### src/core/lcd_cmd_pkg.sv
package lcd_cmd_pkg;
  // ----------------------------------------------------------------
  // command codes, written with register_select low
  // ----------------------------------------------------------------
  localparam logic [7:0] CMD_RMW = 8'hE0;
  localparam logic [7:0] CMD_RMW_END = 8'hEE;
  localparam logic [7:0] CMD_SOFT_RESET = 8'hE2;
  localparam logic [7:0] CMD_TEST_EXIT = 8'hF0;
  localparam logic [7:0] CMD_DISP_OFF = 8'hAE;
  localparam logic [7:0] CMD_DISP_ON = 8'hAF;
  localparam logic [7:0] CMD_ENTIRE_OFF = 8'hA4;
  localparam logic [7:0] CMD_ENTIRE_ON = 8'hA5;
  localparam logic [7:0] CMD_STANDBY_OFF = 8'hA8;
  localparam logic [7:0] CMD_STANDBY_ON = 8'hA9;
  // ----------------------------------------------------------------
  // opcode field masks and values
  // ----------------------------------------------------------------
  localparam logic [3:0] OP_SCAN_HI = 4'hC;
  localparam logic [3:0] OP_TEST_HI = 4'hF;
  localparam logic [4:0] OP_POWER_HI = 5'h05;
  localparam logic [2:0] OP_VOLUME_HI = 3'h4;
  localparam int SCAN_BIT = 3;
  // ----------------------------------------------------------------
  // reset values
  // ----------------------------------------------------------------
  localparam logic [2:0] POWER_RST = 3'h0;
  localparam logic [4:0] VOLUME_RST = 5'h00;
  localparam logic [7:0] COLUMN_RST = 8'h00;
  // ----------------------------------------------------------------
  // host timing: setup wait, 5 ms at 250 MHz
  // ----------------------------------------------------------------
  localparam int CLK_MHZ = 250;
  localparam int SETUP_WAIT_MS = 5;
  localparam int SETUP_WAIT_CYC = SETUP_WAIT_MS * 1000 * CLK_MHZ;
  // ----------------------------------------------------------------
  // power state
  // ----------------------------------------------------------------
  typedef enum logic [1:0] {
    PWR_NORMAL = 2'b00,
    PWR_STANDBY = 2'b01,
    PWR_SLEEP = 2'b10
  } pwr_state_t;
endpackage

### src/core/lcd_bus_if.sv
`timescale 1ns/1ns
interface lcd_bus_if;
  logic register_select; // high selects display data
  logic rd_n;            // read strobe, active low
  logic wr_n;            // write strobe, active low
  logic [7:0] d_host;    // data driven by host
  logic d_host_oe;       // host drives data bus
  logic [7:0] d_dev;     // data driven by device
  logic d_dev_oe;        // device drives data bus
  logic hard_reset_input_n; // hardware reset, active low
  modport device (
    input register_select, rd_n, wr_n, d_host, d_host_oe,
    input hard_reset_input_n,
    output d_dev, d_dev_oe
  );
  modport host (
    output register_select, rd_n, wr_n, d_host, d_host_oe,
    output hard_reset_input_n,
    input d_dev, d_dev_oe
  );
endinterface

### src/core/lcd_cmd_decoder.sv
// Function
// - rmw mode: column steps on writes only
// - soft reset during standby enters sleep
// - scan direction from bit 3, low ignored
// - power control low bits set circuits
// - volume command loads five-bit level
// - display off plus entire on saves
// - standby setting picks sleep or standby
// - upper nibble F other than F0 enters test mode
// - code F0 leaves test mode
// - host writes only defined codes; the port drops only undefined test codes
// - no hard reset during power save
// - host refreshes settings including test exit
// - avoid all-white first display
// - host waits 5 ms during setup
`timescale 1ns/1ns
module lcd_cmd_decoder
  import lcd_cmd_pkg::*;
(
  // clock and reset
  input wire logic sys_clk,
  input wire logic rstn,
  // host bus
  lcd_bus_if.device bus,
  // user side: decoded state
  output logic scan_reverse,
  output logic [2:0] power_mode,
  output logic [4:0] lcd_drive_voltage,
  output logic display_on,
  output logic entire_on,
  output logic standby_sel,
  output lcd_cmd_pkg::pwr_state_t pwr_state,
  output logic test_mode,
  output logic rmw_mode,
  output logic [7:0] column_addr
);
  // ----------------------------------------------------------------
  // strobe edge detect
  // ----------------------------------------------------------------
  logic wr_n_reg, wr_n_next; // previous write strobe
  logic rd_n_reg, rd_n_next; // previous read strobe
  logic wr_rise;             // end of a host write
  logic rd_rise;             // end of a host read
  logic cmd_wr;              // command write seen
  logic data_wr;             // display data write seen
  logic data_rd;             // display data read seen
  logic hard_rst;            // hardware reset pin low
  logic [7:0] code;          // byte on the bus

  // strobes are idle high, so their edges are compared
  always_comb begin
    wr_n_next = bus.wr_n;
    rd_n_next = bus.rd_n;
  end

  always_ff @(posedge sys_clk or negedge rstn) begin
    if (!rstn) begin
      wr_n_reg <= 1'b1;
      rd_n_reg <= 1'b1;
    end else begin
      wr_n_reg <= wr_n_next;
      rd_n_reg <= rd_n_next;
    end
  end

  // code is taken as the write strobe releases, data still valid
  assign code = bus.d_host;
  assign wr_rise = bus.wr_n && !wr_n_reg;
  assign rd_rise = bus.rd_n && !rd_n_reg;
  assign cmd_wr = wr_rise && !bus.register_select;
  assign data_wr = wr_rise && bus.register_select;
  assign data_rd = rd_rise && bus.register_select;
  assign hard_rst = !bus.hard_reset_input_n;
  // no read-back path in this block; bus stays released
  assign bus.d_dev = 8'h00;
  assign bus.d_dev_oe = 1'b0;

  // ----------------------------------------------------------------
  // command state
  // ----------------------------------------------------------------
  logic scan_reg, scan_next;           // com scan direction
  logic [2:0] power_reg, power_next;   // power circuit blocks
  logic [4:0] volume_reg, volume_next; // electronic control
  logic disp_reg, disp_next;           // display on
  logic entire_reg, entire_next;       // entire display on
  logic stby_reg, stby_next;           // standby setting
  pwr_state_t pwr_reg, pwr_next;       // power save state
  logic test_reg, test_next;           // internal test mode
  logic rmw_reg, rmw_next;             // read-modify-write
  logic [7:0] col_reg, col_next;       // column counter

  // decoder: one command per write strobe
  always_comb begin
    scan_next = scan_reg;
    power_next = power_reg;
    volume_next = volume_reg;
    disp_next = disp_reg;
    entire_next = entire_reg;
    stby_next = stby_reg;
    pwr_next = pwr_reg;
    test_next = test_reg;
    rmw_next = rmw_reg;
    col_next = col_reg;
    if (hard_rst) begin
      // pin reset clears as the software reset plus display, entire on and standby, and goes to normal
      scan_next = 1'b0;
      power_next = POWER_RST;
      volume_next = VOLUME_RST;
      disp_next = 1'b0;
      entire_next = 1'b0;
      stby_next = 1'b0;
      pwr_next = PWR_NORMAL;
      test_next = 1'b0;
      rmw_next = 1'b0;
      col_next = COLUMN_RST;
    end else if (cmd_wr && test_reg && code != CMD_SOFT_RESET) begin
      // in test mode only the exit code and soft reset are honoured
      if (code == CMD_TEST_EXIT) begin
        test_next = 1'b0;
      end
    end else if (cmd_wr) begin
      if (code == CMD_RMW) begin
        rmw_next = 1'b1;
      end else if (code == CMD_RMW_END) begin
        rmw_next = 1'b0;
      end else if (code == CMD_SOFT_RESET) begin
        scan_next = 1'b0;
        power_next = POWER_RST;
        volume_next = VOLUME_RST;
        rmw_next = 1'b0;
        col_next = COLUMN_RST;
        test_next = 1'b0;
        // standby turns into sleep on reset
        if (pwr_reg == PWR_STANDBY) begin
          pwr_next = PWR_SLEEP;
        end
      end else if (code == CMD_TEST_EXIT) begin
        // exit code outside test mode is a harmless refresh
        test_next = 1'b0;
      end else if (code[7:4] == OP_TEST_HI) begin
        test_next = 1'b1;
      end else if (code[7:4] == OP_SCAN_HI) begin
        scan_next = code[SCAN_BIT];
      end else if (code[7:3] == OP_POWER_HI) begin
        power_next = code[2:0];
      end else if (code[7:5] == OP_VOLUME_HI) begin
        volume_next = code[4:0];
      end else if (code == CMD_DISP_OFF) begin
        disp_next = 1'b0;
      end else if (code == CMD_DISP_ON) begin
        disp_next = 1'b1;
        pwr_next = PWR_NORMAL;
      end else if (code == CMD_ENTIRE_OFF) begin
        entire_next = 1'b0;
        pwr_next = PWR_NORMAL;
      end else if (code == CMD_ENTIRE_ON) begin
        entire_next = 1'b1;
        // display already off: power save, kind picked by standby
        if (!disp_reg) begin
          pwr_next = stby_reg ? PWR_STANDBY : PWR_SLEEP;
        end
      end else if (code == CMD_STANDBY_OFF) begin
        stby_next = 1'b0;
      end else if (code == CMD_STANDBY_ON) begin
        stby_next = 1'b1;
      end
    end else if (data_wr && !test_reg) begin
      col_next = col_reg + 8'h01;
    end else if (data_rd && !test_reg && !rmw_reg) begin
      // in rmw the read leaves the column for the write back
      col_next = col_reg + 8'h01;
    end
  end

  // register the command state
  always_ff @(posedge sys_clk or negedge rstn) begin
    if (!rstn) begin
      scan_reg <= 1'b0;
      power_reg <= POWER_RST;
      volume_reg <= VOLUME_RST;
      disp_reg <= 1'b0;
      entire_reg <= 1'b0;
      stby_reg <= 1'b0;
      pwr_reg <= PWR_NORMAL;
      test_reg <= 1'b0;
      rmw_reg <= 1'b0;
      col_reg <= COLUMN_RST;
    end else begin
      scan_reg <= scan_next;
      power_reg <= power_next;
      volume_reg <= volume_next;
      disp_reg <= disp_next;
      entire_reg <= entire_next;
      stby_reg <= stby_next;
      pwr_reg <= pwr_next;
      test_reg <= test_next;
      rmw_reg <= rmw_next;
      col_reg <= col_next;
    end
  end

  // ----------------------------------------------------------------
  // outputs straight from flops
  // ----------------------------------------------------------------
  assign scan_reverse = scan_reg;
  assign power_mode = power_reg;
  assign lcd_drive_voltage = volume_reg;
  assign display_on = disp_reg;
  assign entire_on = entire_reg;
  assign standby_sel = stby_reg;
  assign pwr_state = pwr_reg;
  assign test_mode = test_reg;
  assign rmw_mode = rmw_reg;
  assign column_addr = col_reg;
endmodule

### src/flat_wrapper.sv
// flat-port wrapper written by rule: the top's interface ports become plain ports
module lcd_cmd_decoder_flat import lcd_cmd_pkg::*;
  (sys_clk, rstn, scan_reverse, power_mode, lcd_drive_voltage, display_on, entire_on, standby_sel, pwr_state, test_mode, rmw_mode, column_addr, bus_register_select, bus_rd_n, bus_wr_n, bus_d_host, bus_d_host_oe, bus_hard_reset_input_n, bus_d_dev, bus_d_dev_oe);
  lcd_bus_if bus_i ();
  input wire logic sys_clk;
  input wire logic rstn;
  output logic scan_reverse;
  output logic [2:0] power_mode;
  output logic [4:0] lcd_drive_voltage;
  output logic display_on;
  output logic entire_on;
  output logic standby_sel;
  output lcd_cmd_pkg::pwr_state_t pwr_state;
  output logic test_mode;
  output logic rmw_mode;
  output logic [7:0] column_addr;
  input wire logic [$bits(bus_i.register_select)-1:0] bus_register_select;
  input wire logic [$bits(bus_i.rd_n)-1:0] bus_rd_n;
  input wire logic [$bits(bus_i.wr_n)-1:0] bus_wr_n;
  input wire logic [$bits(bus_i.d_host)-1:0] bus_d_host;
  input wire logic [$bits(bus_i.d_host_oe)-1:0] bus_d_host_oe;
  input wire logic [$bits(bus_i.hard_reset_input_n)-1:0] bus_hard_reset_input_n;
  output wire logic [$bits(bus_i.d_dev)-1:0] bus_d_dev;
  output wire logic [$bits(bus_i.d_dev_oe)-1:0] bus_d_dev_oe;
  assign bus_i.register_select = bus_register_select;
  assign bus_i.rd_n = bus_rd_n;
  assign bus_i.wr_n = bus_wr_n;
  assign bus_i.d_host = bus_d_host;
  assign bus_i.d_host_oe = bus_d_host_oe;
  assign bus_i.hard_reset_input_n = bus_hard_reset_input_n;
  assign bus_d_dev = bus_i.d_dev;
  assign bus_d_dev_oe = bus_i.d_dev_oe;
  lcd_cmd_decoder u_core (.sys_clk(sys_clk), .rstn(rstn), .bus(bus_i), .scan_reverse(scan_reverse), .power_mode(power_mode), .lcd_drive_voltage(lcd_drive_voltage), .display_on(display_on), .entire_on(entire_on), .standby_sel(standby_sel), .pwr_state(pwr_state), .test_mode(test_mode), .rmw_mode(rmw_mode), .column_addr(column_addr));
endmodule
### config.mk
export PLATFORM = sky130hd
export DESIGN_NAME = lcd_cmd_decoder_flat
export DESIGN_NICKNAME = d
export VERILOG_FILES = /design/src/core/lcd_cmd_pkg.sv /design/src/core/lcd_bus_if.sv /design/src/core/lcd_cmd_decoder.sv /design/src/flat_wrapper.sv
export SDC_FILE = /design/constraint.sdc
export NUM_CORES = 1
export LEC_CHECK = 0
export ABC_AREA = 1
export BUFFER_PORTS_ARGS = -buffer_cell sky130_fd_sc_hd__buf_2
export CAP_MARGIN = 10
export CELL_PAD_IN_SITES_DETAIL_PLACEMENT = 1
export CELL_PAD_IN_SITES_GLOBAL_PLACEMENT = 1
export CORE_ASPECT_RATIO = 0.5
export CORE_MARGIN = 2
export CORE_UTILIZATION = 37
export CTS_BUF_LIST = sky130_fd_sc_hd__clkbuf_16
export DETAILED_ROUTE_END_ITERATION = 10
export MAX_ROUTING_LAYER = met4
export PLACE_DENSITY = 0.81
export SYNTH_ARGS = -nofsm -noshare
export SYNTH_HDL_FRONTEND = slang
export SYNTH_SLANG_ARGS = --single-unit
### constraint.sdc
create_clock -name sys_clk -period 1.58 [get_ports sys_clk]
set_clock_uncertainty 0.05 [all_clocks]
set_input_delay 0.395 -clock sys_clk [delete_from_list [all_inputs] [get_ports sys_clk]]
set_output_delay 0.395 -clock sys_clk [all_outputs]
set_load 0.02 [all_outputs]
# After elaboration in Yosys (flattened, before gate mapping)
# Cells that the tools add are included.
[totals]
reg_bits = 26
inputBits = 15
output_inout_bits = 33
word_cells = 209
[classes]
addsub = 1
n_eq_ne = 55
n_mux = 116
reduce_logical = 25
[op_table]
columns = ["cell", "count"]
rows = [
  ["$eq A8 B8 Y1 const B", 10],
  ["$mux W1", 69],
  ["$mux W8", 8],
  ["$mux W5", 11],
  ["$mux W2", 18],
  ["$mux W3", 10],
  ["$ne A2 B2 Y1 const B", 13],
  ["$reduce_and A13 Y1", 2],
  ["$ne A3 B1 Y1 const B", 7],
  ["$ne A3 B2 Y1 const B", 7],
  ["$ne A3 B3 Y1 const B", 6],
  ["$reduce_and A15 Y1", 1],
  ["$reduce_and A11 Y1", 1],
  ["$logic_and A1 B1 Y1", 10],
  ["$ne A5 B5 Y1 const B", 2],
  ["$reduce_and A5 Y1", 2],
  ["$reduce_and A9 Y1", 1],
  ["$add A8 B1 Y8 const B", 1],
  ["$eq A4 B4 Y1 const B", 2],
  ["$ne A4 B1 Y1 const B", 2],
  ["$ne A8 B8 Y1 const B", 1],
  ["$reduce_and A8 Y1", 1],
  ["$reduce_and A7 Y1", 1],
  ["$eq A5 B3 Y1 const B", 1],
  ["6 further kinds", 10],
]

# Longest topological paths before layout
# Gate-level depths: netlist (run 1).
[logic_depth]
ltp_word = 18
depth_mapped = 11

# Worst setup path after synthesis (run 1)
# OpenSTA, ideal clock, no wires.
[synth_path]
kind = "input-to-reg"
startpoint = "in bus_d_host[7]"
endpoint = "reg u_core.col_reg[2], in the netlist u_core.column_addr[2]"
t_arrival_ps = 1291
required_time_ps = 1412
slack_ps = 121
cell_stages = 10
n_path_buf = 1
path_cell_list = "nand2_1 nor2_8 nand2_4 nand2_4 inv_4 nand2_4 nand2_4 buf_6 nand2_1 o21ai_2"
[synth_via]
elab_chain_len = 4
word_cells_on_any_way = 10
classes_between = "8 x eq/ne; 2 x reduce/logical"
[synth_rtl]
columns = ["element", "line_no", "rtl"]
rows = [
  ["from (decl)", "flat_wrapper.sv:20", "input wire logic [$bits(bus_i.d_host)-1:0] bus_d_host;"],
  ["$ne A8 B8 Y1", "lcd_cmd_decoder.sv:116", "end else if (cmd_wr && test_reg && code != CMD_SOFT_RESET) begin"],
  ["$logic_and A1 B1 Y1", "lcd_cmd_decoder.sv:116", ""],
  ["$ne A2 B2 Y1 (no source line)", "--", ""],
  ["$reduce_and A5 Y1 (no source line) *", "--", ""],
  ["to (signal assigned)", "lcd_cmd_decoder.sv:198", "col_reg <= col_next;"],
  ["to (decl)", "lcd_cmd_decoder.sv:90", "logic [7:0] col_reg, col_next;"],
]
# Mark *: on every way between the ends. The rest lies on a longest branch, timed or not.
# A chain may end at the register's enable or synchronous reset.

# Worst setup path in the final report (run 1)
[layout_path]
startpoint = "reg u_core.wr_n_reg"
endpoint = "reg u_core.volume_reg[0], in the netlist u_core.lcd_drive_voltage[0]"
[layout_via]
elab_chain_len = 7
word_cells_on_any_way = 8
classes_between = "2 x eq/ne; 6 x reduce/logical"
[layout_rtl]
columns = ["element", "line_no", "rtl"]
rows = [
  ["from (decl)", "lcd_cmd_decoder.sv:40", "logic wr_n_reg, wr_n_next;"],
  ["from (signal assigned)", "lcd_cmd_decoder.sv:61", "wr_n_reg <= wr_n_next;"],
  ["$logic_not A1 Y1 *", "lcd_cmd_decoder.sv:68", "assign wr_rise = bus.wr_n && !wr_n_reg;"],
  ["$logic_and A1 B1 Y1 *", "lcd_cmd_decoder.sv:68", ""],
  ["$logic_and A1 B1 Y1 *", "lcd_cmd_decoder.sv:70", "assign cmd_wr = wr_rise && !bus.register_select;"],
  ["$logic_and A1 B1 Y1 (2 in series)", "lcd_cmd_decoder.sv:116", ""],
  ["$ne A2 B2 Y1 (no source line)", "--", ""],
  ["$reduce_and A9 Y1 (no source line) *", "--", ""],
  ["to (signal assigned)", "lcd_cmd_decoder.sv:191", "volume_reg <= volume_next;"],
  ["to (decl)", "lcd_cmd_decoder.sv:83", "logic [4:0] volume_reg, volume_next;"],
]
# Marks and branches as above.

==> results of run 1 <==
==> power by group through the flow <==
stage	logic [mW]	clock network, mW	registers (mW)
2_1_floorplan	0.255	0	0.871
3_3_place_gp	0.506	0	0.789
3_5_place_dp	0.522	0	0.793
4_1_cts	0.531	0.774	0.780
5_1_grt	0.615	0.801	0.791
6_report	0.559	0.769	0.781
==> synthesized netlist by cell type (3+ instances only) <==
cell	n
nand2_1	74
nor2_1	32
inv_1	29
nand3_1	26
dfrtp_1	24
buf_4	9
nand4_1	8
a21oi_1	5
nand2_4	5
o21ai_0	5
o21ai_2	5
nand2_2	4
o21ai_1	4
nand3b_1	3
==> cell families (layout without fill, tap and decap cells) <==
family	after synthesis	in the layout	synth area share, %
adders and majority gates	1	1	0.683
buffers and inverters	42	104	11.1
other	1	9	0.205
and+or+nand+nor	164	165	44.5
AOI/OAI and AO/OA	23	23	7.86
DFF	26	26	35.7
==> how the worst min path moves through the flow <==
stage / slack, ps / endpoint / startpoint / cells after the start
after global routing: 140 / u_core.display_on / rstn / 1
final: 90 / u_core.display_on / rstn / 1
after global placement: 390 / u_core.pwr_state[0] / rstn / 1
after floorplan: 50 / u_core.column_addr[0] / rstn / 0
after CTS: 110 / u_core.pwr_state[0] / rstn / 1
after detailed placement: 400 / u_core.pwr_state[0] / rstn / 1
==> layout make-up <==
class	count	area, um^2
flip-flops and latches	26	653
inverters	30	115
clock inverters	1	30.0
clock buffers	3	75.1
well taps	70	87.6
fillers	643	2390
repair buffers	70	433
multi-input cells	198	1060
==> layer usage <==
| layer | part of all wire [%] | GRT usage [%] | vias to the layer above |
|---|---|---|---|
| met1 | 44 | 24.5 | 917 |
| met3 | 2.9 | 2.86 | 6 |
| met5 | 0 | - | - |
| li1 | - | - | 948 |
| met4 | 1.1 | 5.04 | 0 |
| met2 | 52 | 39.1 | 34 |
==> metrics by stage <==
| stage | cell area (um^2) | TNS [ps] |
|---|---|---|
| after global routing | 2450 | -17.4 |
| final | 2450 | 0 |
| after CTS | 2380 | 0 |
| after floorplan | 1860 | 0 |
| after global placement | 2270 | -1040 |
| after detailed placement | 2270 | -1980 |
==> what timing repair did <==
action,in CTS,in global routing
setup buffers,0,3
setup endpoints to repair,0,21
hold endpoints to repair,0,0
resized for setup,0,14
==> worst max-delay path, cell delays in order (launching register included) <==
cell     delay [ps]
dfstp_2         520
inv_1            70
nand3_4          90
nor2_4           50
nand3_4          80
nand3_4         110
nor2_8          200
nand2_4          90
nand2_2          90
nand2_1          50
==> run_results.csv, run 1 <==
group,metric,value,unit
sta,finalCritPeriodShare,95.6,%
layout,drive_gt1_share,33.5,%
outcome,status,"complete, no violations",
hold_path,min_path_type,"in2async",
setup_path,startpoint_type,"flip-flop",
grt,grt_pass1_vias,1877,
clock_network,cts_tree,"yes",
layout,diodes,0,
setup_path,crit_type,"reg2reg",
floorplanning,start_util,37.8,%
yosys,synth_ff_type,"dfrtp_1",
layout,largest_reg_flops,8,
clock_network,cts_buffers,3,
yosys,async_reset_ff_share,100,%
yosys,ys_types,32,
detailed_routing,vias,1905,
grt,grt_pass1_wl,8.61,mm
grt,antenna_found_initial,0,
setup_path,crit_fanout,8,
setup_path,reg2reg_depth,9,
setup_path,r2r_slack,70,ps
grt,grt_usage,21.0,%
sta,finalMaxSlewViolations,0,
floorplanning,io_pins,48,
clock_network,clockRootBuffer,"clkbuf_16",
clock_network,htreeDepth,1,
sta,finalHoldViolCount,0,
clock_network,clk-insertion-delay-late,270,ps
yosys,yosys_warnings,0,
floorplanning,core_area,4840,um^2
sta,worst_pin_slew,624,ps
layout,final_common_cell,"nand2_1",
power,p_sw,0.674,mW
floorplanning,dieArea,5560,um^2
yosys,synthTopCellsByArea,"dfrtp_1, nand2_1, nand3_1",
power,p_seq_share,37.0,%
grt,grt_max_degree,27,
layout,syn2layout_area_growth,34.0,%
power,internal_power,1.44,mW
sta,hold_slack,88.4,ps
yosys,netlist_area,1830,um^2
detailed_routing,routed_wl,5.72,mm
placement,dpl_worst_slack,-136,ps
yosys,yosys.area.top_type,"dfrtp_1",
yosys,synth.avg_cell_area,7.12,um^2
setup_path,crit_end,"u_core.lcd_drive_voltage[0]",
setup_path,cp.required,1690,ps
layout,fin_cells,398,
sta,period_needed,1510,ps
setup_path,worstReg2RegEnd,"u_core.lcd_drive_voltage[0]",
setup_path,worstPathArrival,1620,ps
grt,grt_overflow,0,
clock_network,clock_path_buffers,2,
power,power.density,860,nW/um^2
detailed_routing,wire_per_inst,14.4,um
detailed_routing,viasPerCell,4.79,
yosys,synthCells,257,
setup_path,endpoint_kind,"flip-flop",
clock_network,cts.clk_slew.worst_paths,70,ps
detailed_routing,drt_iter0_drc,39,
layout,final_cell_mix,"nand2_1, buf_2, buf_4",
floorplanning,dieWidth,103,um
power,pwr-share-comb,26.5,%
placement,place_congestion,0.863,
placement,port_buffers,37,
layout,num-nets-final,345,
detailed_routing,ant_nets,0,
power,p_leak,1.38,nW
floorplanning,rows,18,
clock_network,cts_hold_buf,0,
layout,final_util,50.6,%
yosys,synth_enable_flop_cells,0,
sta,relSlewSlack,58.4,%
clock_network,cts_sinks,26,
placement,dp.cells,390,
sta,finalSetupViolCount,0,
detailed_routing,detail_route.first_pass.iterations,4,
setup_path,reg2reg_from,"u_core.wr_n_reg",
power,power_frac_clock,36.5,%
power,power,2.11,mW
power,swShare,31.9,%
sta,layout_setup_ws,69.0,ps
yosys,synth-seq-cells,26,
run,max-cap-violations,0,
power,ir_drop,0.414,mV
yosys,seq_area_frac_synth,35.7,%
yosys,synth_top_area_share,32.8,%
detailed_routing,drc,0,
setup_path,cp-startpoint,"u_core.wr_n_reg",
sta,fmax,662,MHz
placement,dp.final_hpwl,4.15,mm
floorplanning,die_h,53.7,um
Power figures use the tool's default switching activity.
==> run 2: changes to the inputs <==
--- a/config.mk
+++ b/config.mk
@@ -6,17 +6,16 @@
 export NUM_CORES = 1
 export LEC_CHECK = 0
 export ABC_AREA = 1
-export BUFFER_PORTS_ARGS = -buffer_cell sky130_fd_sc_hd__buf_2
-export CAP_MARGIN = 10
+export BUFFER_PORTS_ARGS = -buffer_cell sky130_fd_sc_hd__buf_4
 export CELL_PAD_IN_SITES_DETAIL_PLACEMENT = 1
 export CELL_PAD_IN_SITES_GLOBAL_PLACEMENT = 1
 export CORE_ASPECT_RATIO = 0.5
 export CORE_MARGIN = 2
-export CORE_UTILIZATION = 37
+export CORE_UTILIZATION = 33
 export CTS_BUF_LIST = sky130_fd_sc_hd__clkbuf_16
 export DETAILED_ROUTE_END_ITERATION = 10
 export MAX_ROUTING_LAYER = met4
-export PLACE_DENSITY = 0.81
+export PLACE_DENSITY = 0.77
 export SYNTH_ARGS = -nofsm -noshare
 export SYNTH_HDL_FRONTEND = slang
 export SYNTH_SLANG_ARGS = --single-unit
==> constraint.sdc (replaced) <==
create_clock -name sys_clk -period 1.23 [get_ports sys_clk]
set_clock_uncertainty 0.05 [all_clocks]
set_input_delay 0.3075 -clock sys_clk [delete_from_list [all_inputs] [get_ports sys_clk]]
set_output_delay 0.3075 -clock sys_clk [all_outputs]
set_load 0.02 [all_outputs]
==> run 2 against run 1 <==
- the flow now finishes with violations (setup timing)
- clock power up 31%
- worst hold slack improved by 9.2 ps
- first-iteration DRC count increased to 2.8 times the previous value
- setup slack worse by 460 ps
- cell area grew 28%
- register-to-register slack got worse by 460 ps
- utilization increased by 7.1 points
==> run_results.csv, run 2 (synthesized netlist as in run 1, its figures left out) <==
group,metric,value,unit
layout,final_util,57.8,%
layout,syn2layout_area_growth,71.0,%
setup_path,crit_fanout,5,
setup_path,crit_chain,"inv_2 > nand3_4 > nor2_4 > nand3_4 > buf_12 > nand2_8 > nor2_4 > nand2_4 > nand2_2 > o21ai_2",
setup_path,crit_type,"reg2reg",
layout,final_cell_mix,"buf_4, nand2_1, nand3_1",
setup_path,path_depth,10,
setup_path,reg2reg_from,"u_core.wr_n_reg",
sta,finalSetupViolCount,34,
power,power.density,1010,nW/um^2
detailed_routing,routed_wl,8.69,mm
floorplanning,core_area,5420,um^2
setup_path,worstPathArrival,1730,ps
detailed_routing,viasPerCell,5.13,
outcome,violations,"setup timing",
setup_path,crit_end,"u_core.power_mode[2]",
hold_path,hold-path-cell-count,1,
setup_path,cp.required,1340,ps
power,ir_drop,0.775,mV
clock_network,clock_path_buffers,2,
clock_network,cts_sinks,26,
detailed_routing,vias,2222,
detailed_routing,ant_nets,0,
grt,grt_overflow,0,
layout,num-nets-final,377,
placement,port_buffers,37,
layout,diodes,0,
sta,layout_setup_ws,-390,ps
floorplanning,die_h,56.7,um
detailed_routing,drt_iter0_drc,111,
run,max-cap-violations,0,
floorplanning,dieWidth,109,um
clock_network,cts.clk_slew.worst_paths,80,ps
hold_path,min_path_type,"in2reg",
clock_network,cts_buffers,3,
placement,dp.final_hpwl,4.65,mm
setup_path,r2r_slack,-390,ps
layout,final_common_cell,"buf_4",
layout,drive_gt1_share,51.1,%
clock_network,cts_tree,"yes",
setup_path,cp_slowest_cell,"dfstp_2",
grt,antenna_found_initial,0,
grt,grt_pass1_wl,11.9,mm
grt,grt_pass1_vias,2406,
layout,fin_cells,433,
power,power,3.17,mW
floorplanning,start_util,33.8,%
setup_path,startpoint_type,"flip-flop",
floorplanning,dieArea,6190,um^2
setup_path,reg2reg_depth,10,
sta,worst_pin_slew,562,ps
outcome,status,"finished with violations",
setup_path,worstReg2RegEnd,"u_core.power_mode[2]",
layout,largest_reg_flops,8,
sta,finalMaxSlewViolations,0,
floorplanning,io_pins,48,
sta,rsz0062_at_grt,"yes",
detailed_routing,drc,0,
detailed_routing,detail_route.first_pass.iterations,4,
setup_path,cp-startpoint,"u_core.wr_n_reg",
placement,dpl_worst_slack,-370,ps
grt,grt_max_degree,27,
power,p_leak,1.69,nW
sta,finalCritPeriodShare,132,%
sta,finalHoldViolCount,0,
sta,period_needed,1620,ps
placement,dp.cells,409,
sta,relSlewSlack,62.1,%
clock_network,clk-insertion-delay-late,270,ps
floorplanning,rows,19,
setup_path,path_buf_inv,2,
sta,fmax,617,MHz
detailed_routing,wire_per_inst,20.1,um
setup_path,critPathTopFamily,"simple AND/OR/NAND/NOR gates",
setup_path,worst_path_largest_cell_delay,530,ps
clock_network,htreeDepth,1,
clock_network,clockRootBuffer,"clkbuf_16",
grt,grt_usage,26.0,%
setup_path,endpoint_kind,"flip-flop",
placement,place_congestion,0.821,
run 2: cell types whose count changed in the layout (fill, tap and decap cells not counted), sizes merged:
cell	change
dlygate4sd3	+1
buf	+31
run 2: how the worst min path moves through the flow:
stage             start               endpoint  slack, ps
2_1_floorplan      rstn  u_core.column_addr[0]        -40
3_3_place_gp       rstn    u_core.pwr_state[1]        190
3_5_place_dp       rstn    u_core.pwr_state[1]        190
4_1_cts        bus_rd_n        u_core.rd_n_reg        100
5_1_grt        bus_rd_n        u_core.rd_n_reg         90
6_report       bus_rd_n        u_core.rd_n_reg        100
run 2: cell type report:
cell class,count,area [um^2]
clock buffer,3,75.1
timing repair buffer,102,865
inverter,30,123
clock inverter,1,30.0
fill,672,2290
multi-input combinational,198,1290
tap,73,91.3
sequential,26,657
run 2: worst reg2reg max path, cell delays in order (launching register included):
cell	delay (ps)
dfstp_2	530
inv_2	40
nand3_4	110
nor2_4	70
nand3_4	100
buf_12	120
nand2_8	70
nor2_4	130
nand2_4	110
nand2_2	110
o21ai_2	60
run 2: per-layer routing:
| metal | routed length (um) | share of wire [%] | vias up | GRT usage [%] |
|---|---|---|---|---|
| li1 | - | - | 1013 | - |
| met1 | 3490 | 40 | 1129 | 28.4 |
| met2 | 4710 | 54 | 64 | 48.6 |
| met3 | 352 | 4.0 | 16 | 4.30 |
| met4 | 139 | 1.6 | 0 | 7.59 |
| met5 | 0 | 0 | - | - |
run 2: timing repair:
item	4_1_cts	5_1_grt
resized for setup	41	34
endpoints found under the hold margin	24	0
pin swaps	16	14
setup buffers	12	9
hold buffers	1	0
cloned	1	0
endpoints found under the setup margin	33	33
run 2: metrics by stage:
step | hold WS [ps] | TNS (ps) | area (um^2)
floorplan | -38.1 | -2160 | 1940
global placement | 187 | -6180 | 2560
detailed placement | 191 | -7490 | 2560
CTS | 99.5 | -5230 | 2940
global route | 93.0 | -9140 | 3130
finish | 97.6 | -8030 | 3130
run 2: where the power goes:
part           internal, mW  switching [mW]  leakage [nW]  total, mW
clock                 0.650           0.360        0.0511       1.01
sequential            0.947          0.0861         0.331       1.03
combinational         0.482           0.641          1.30       1.12
total                  2.08            1.09          1.69       3.17
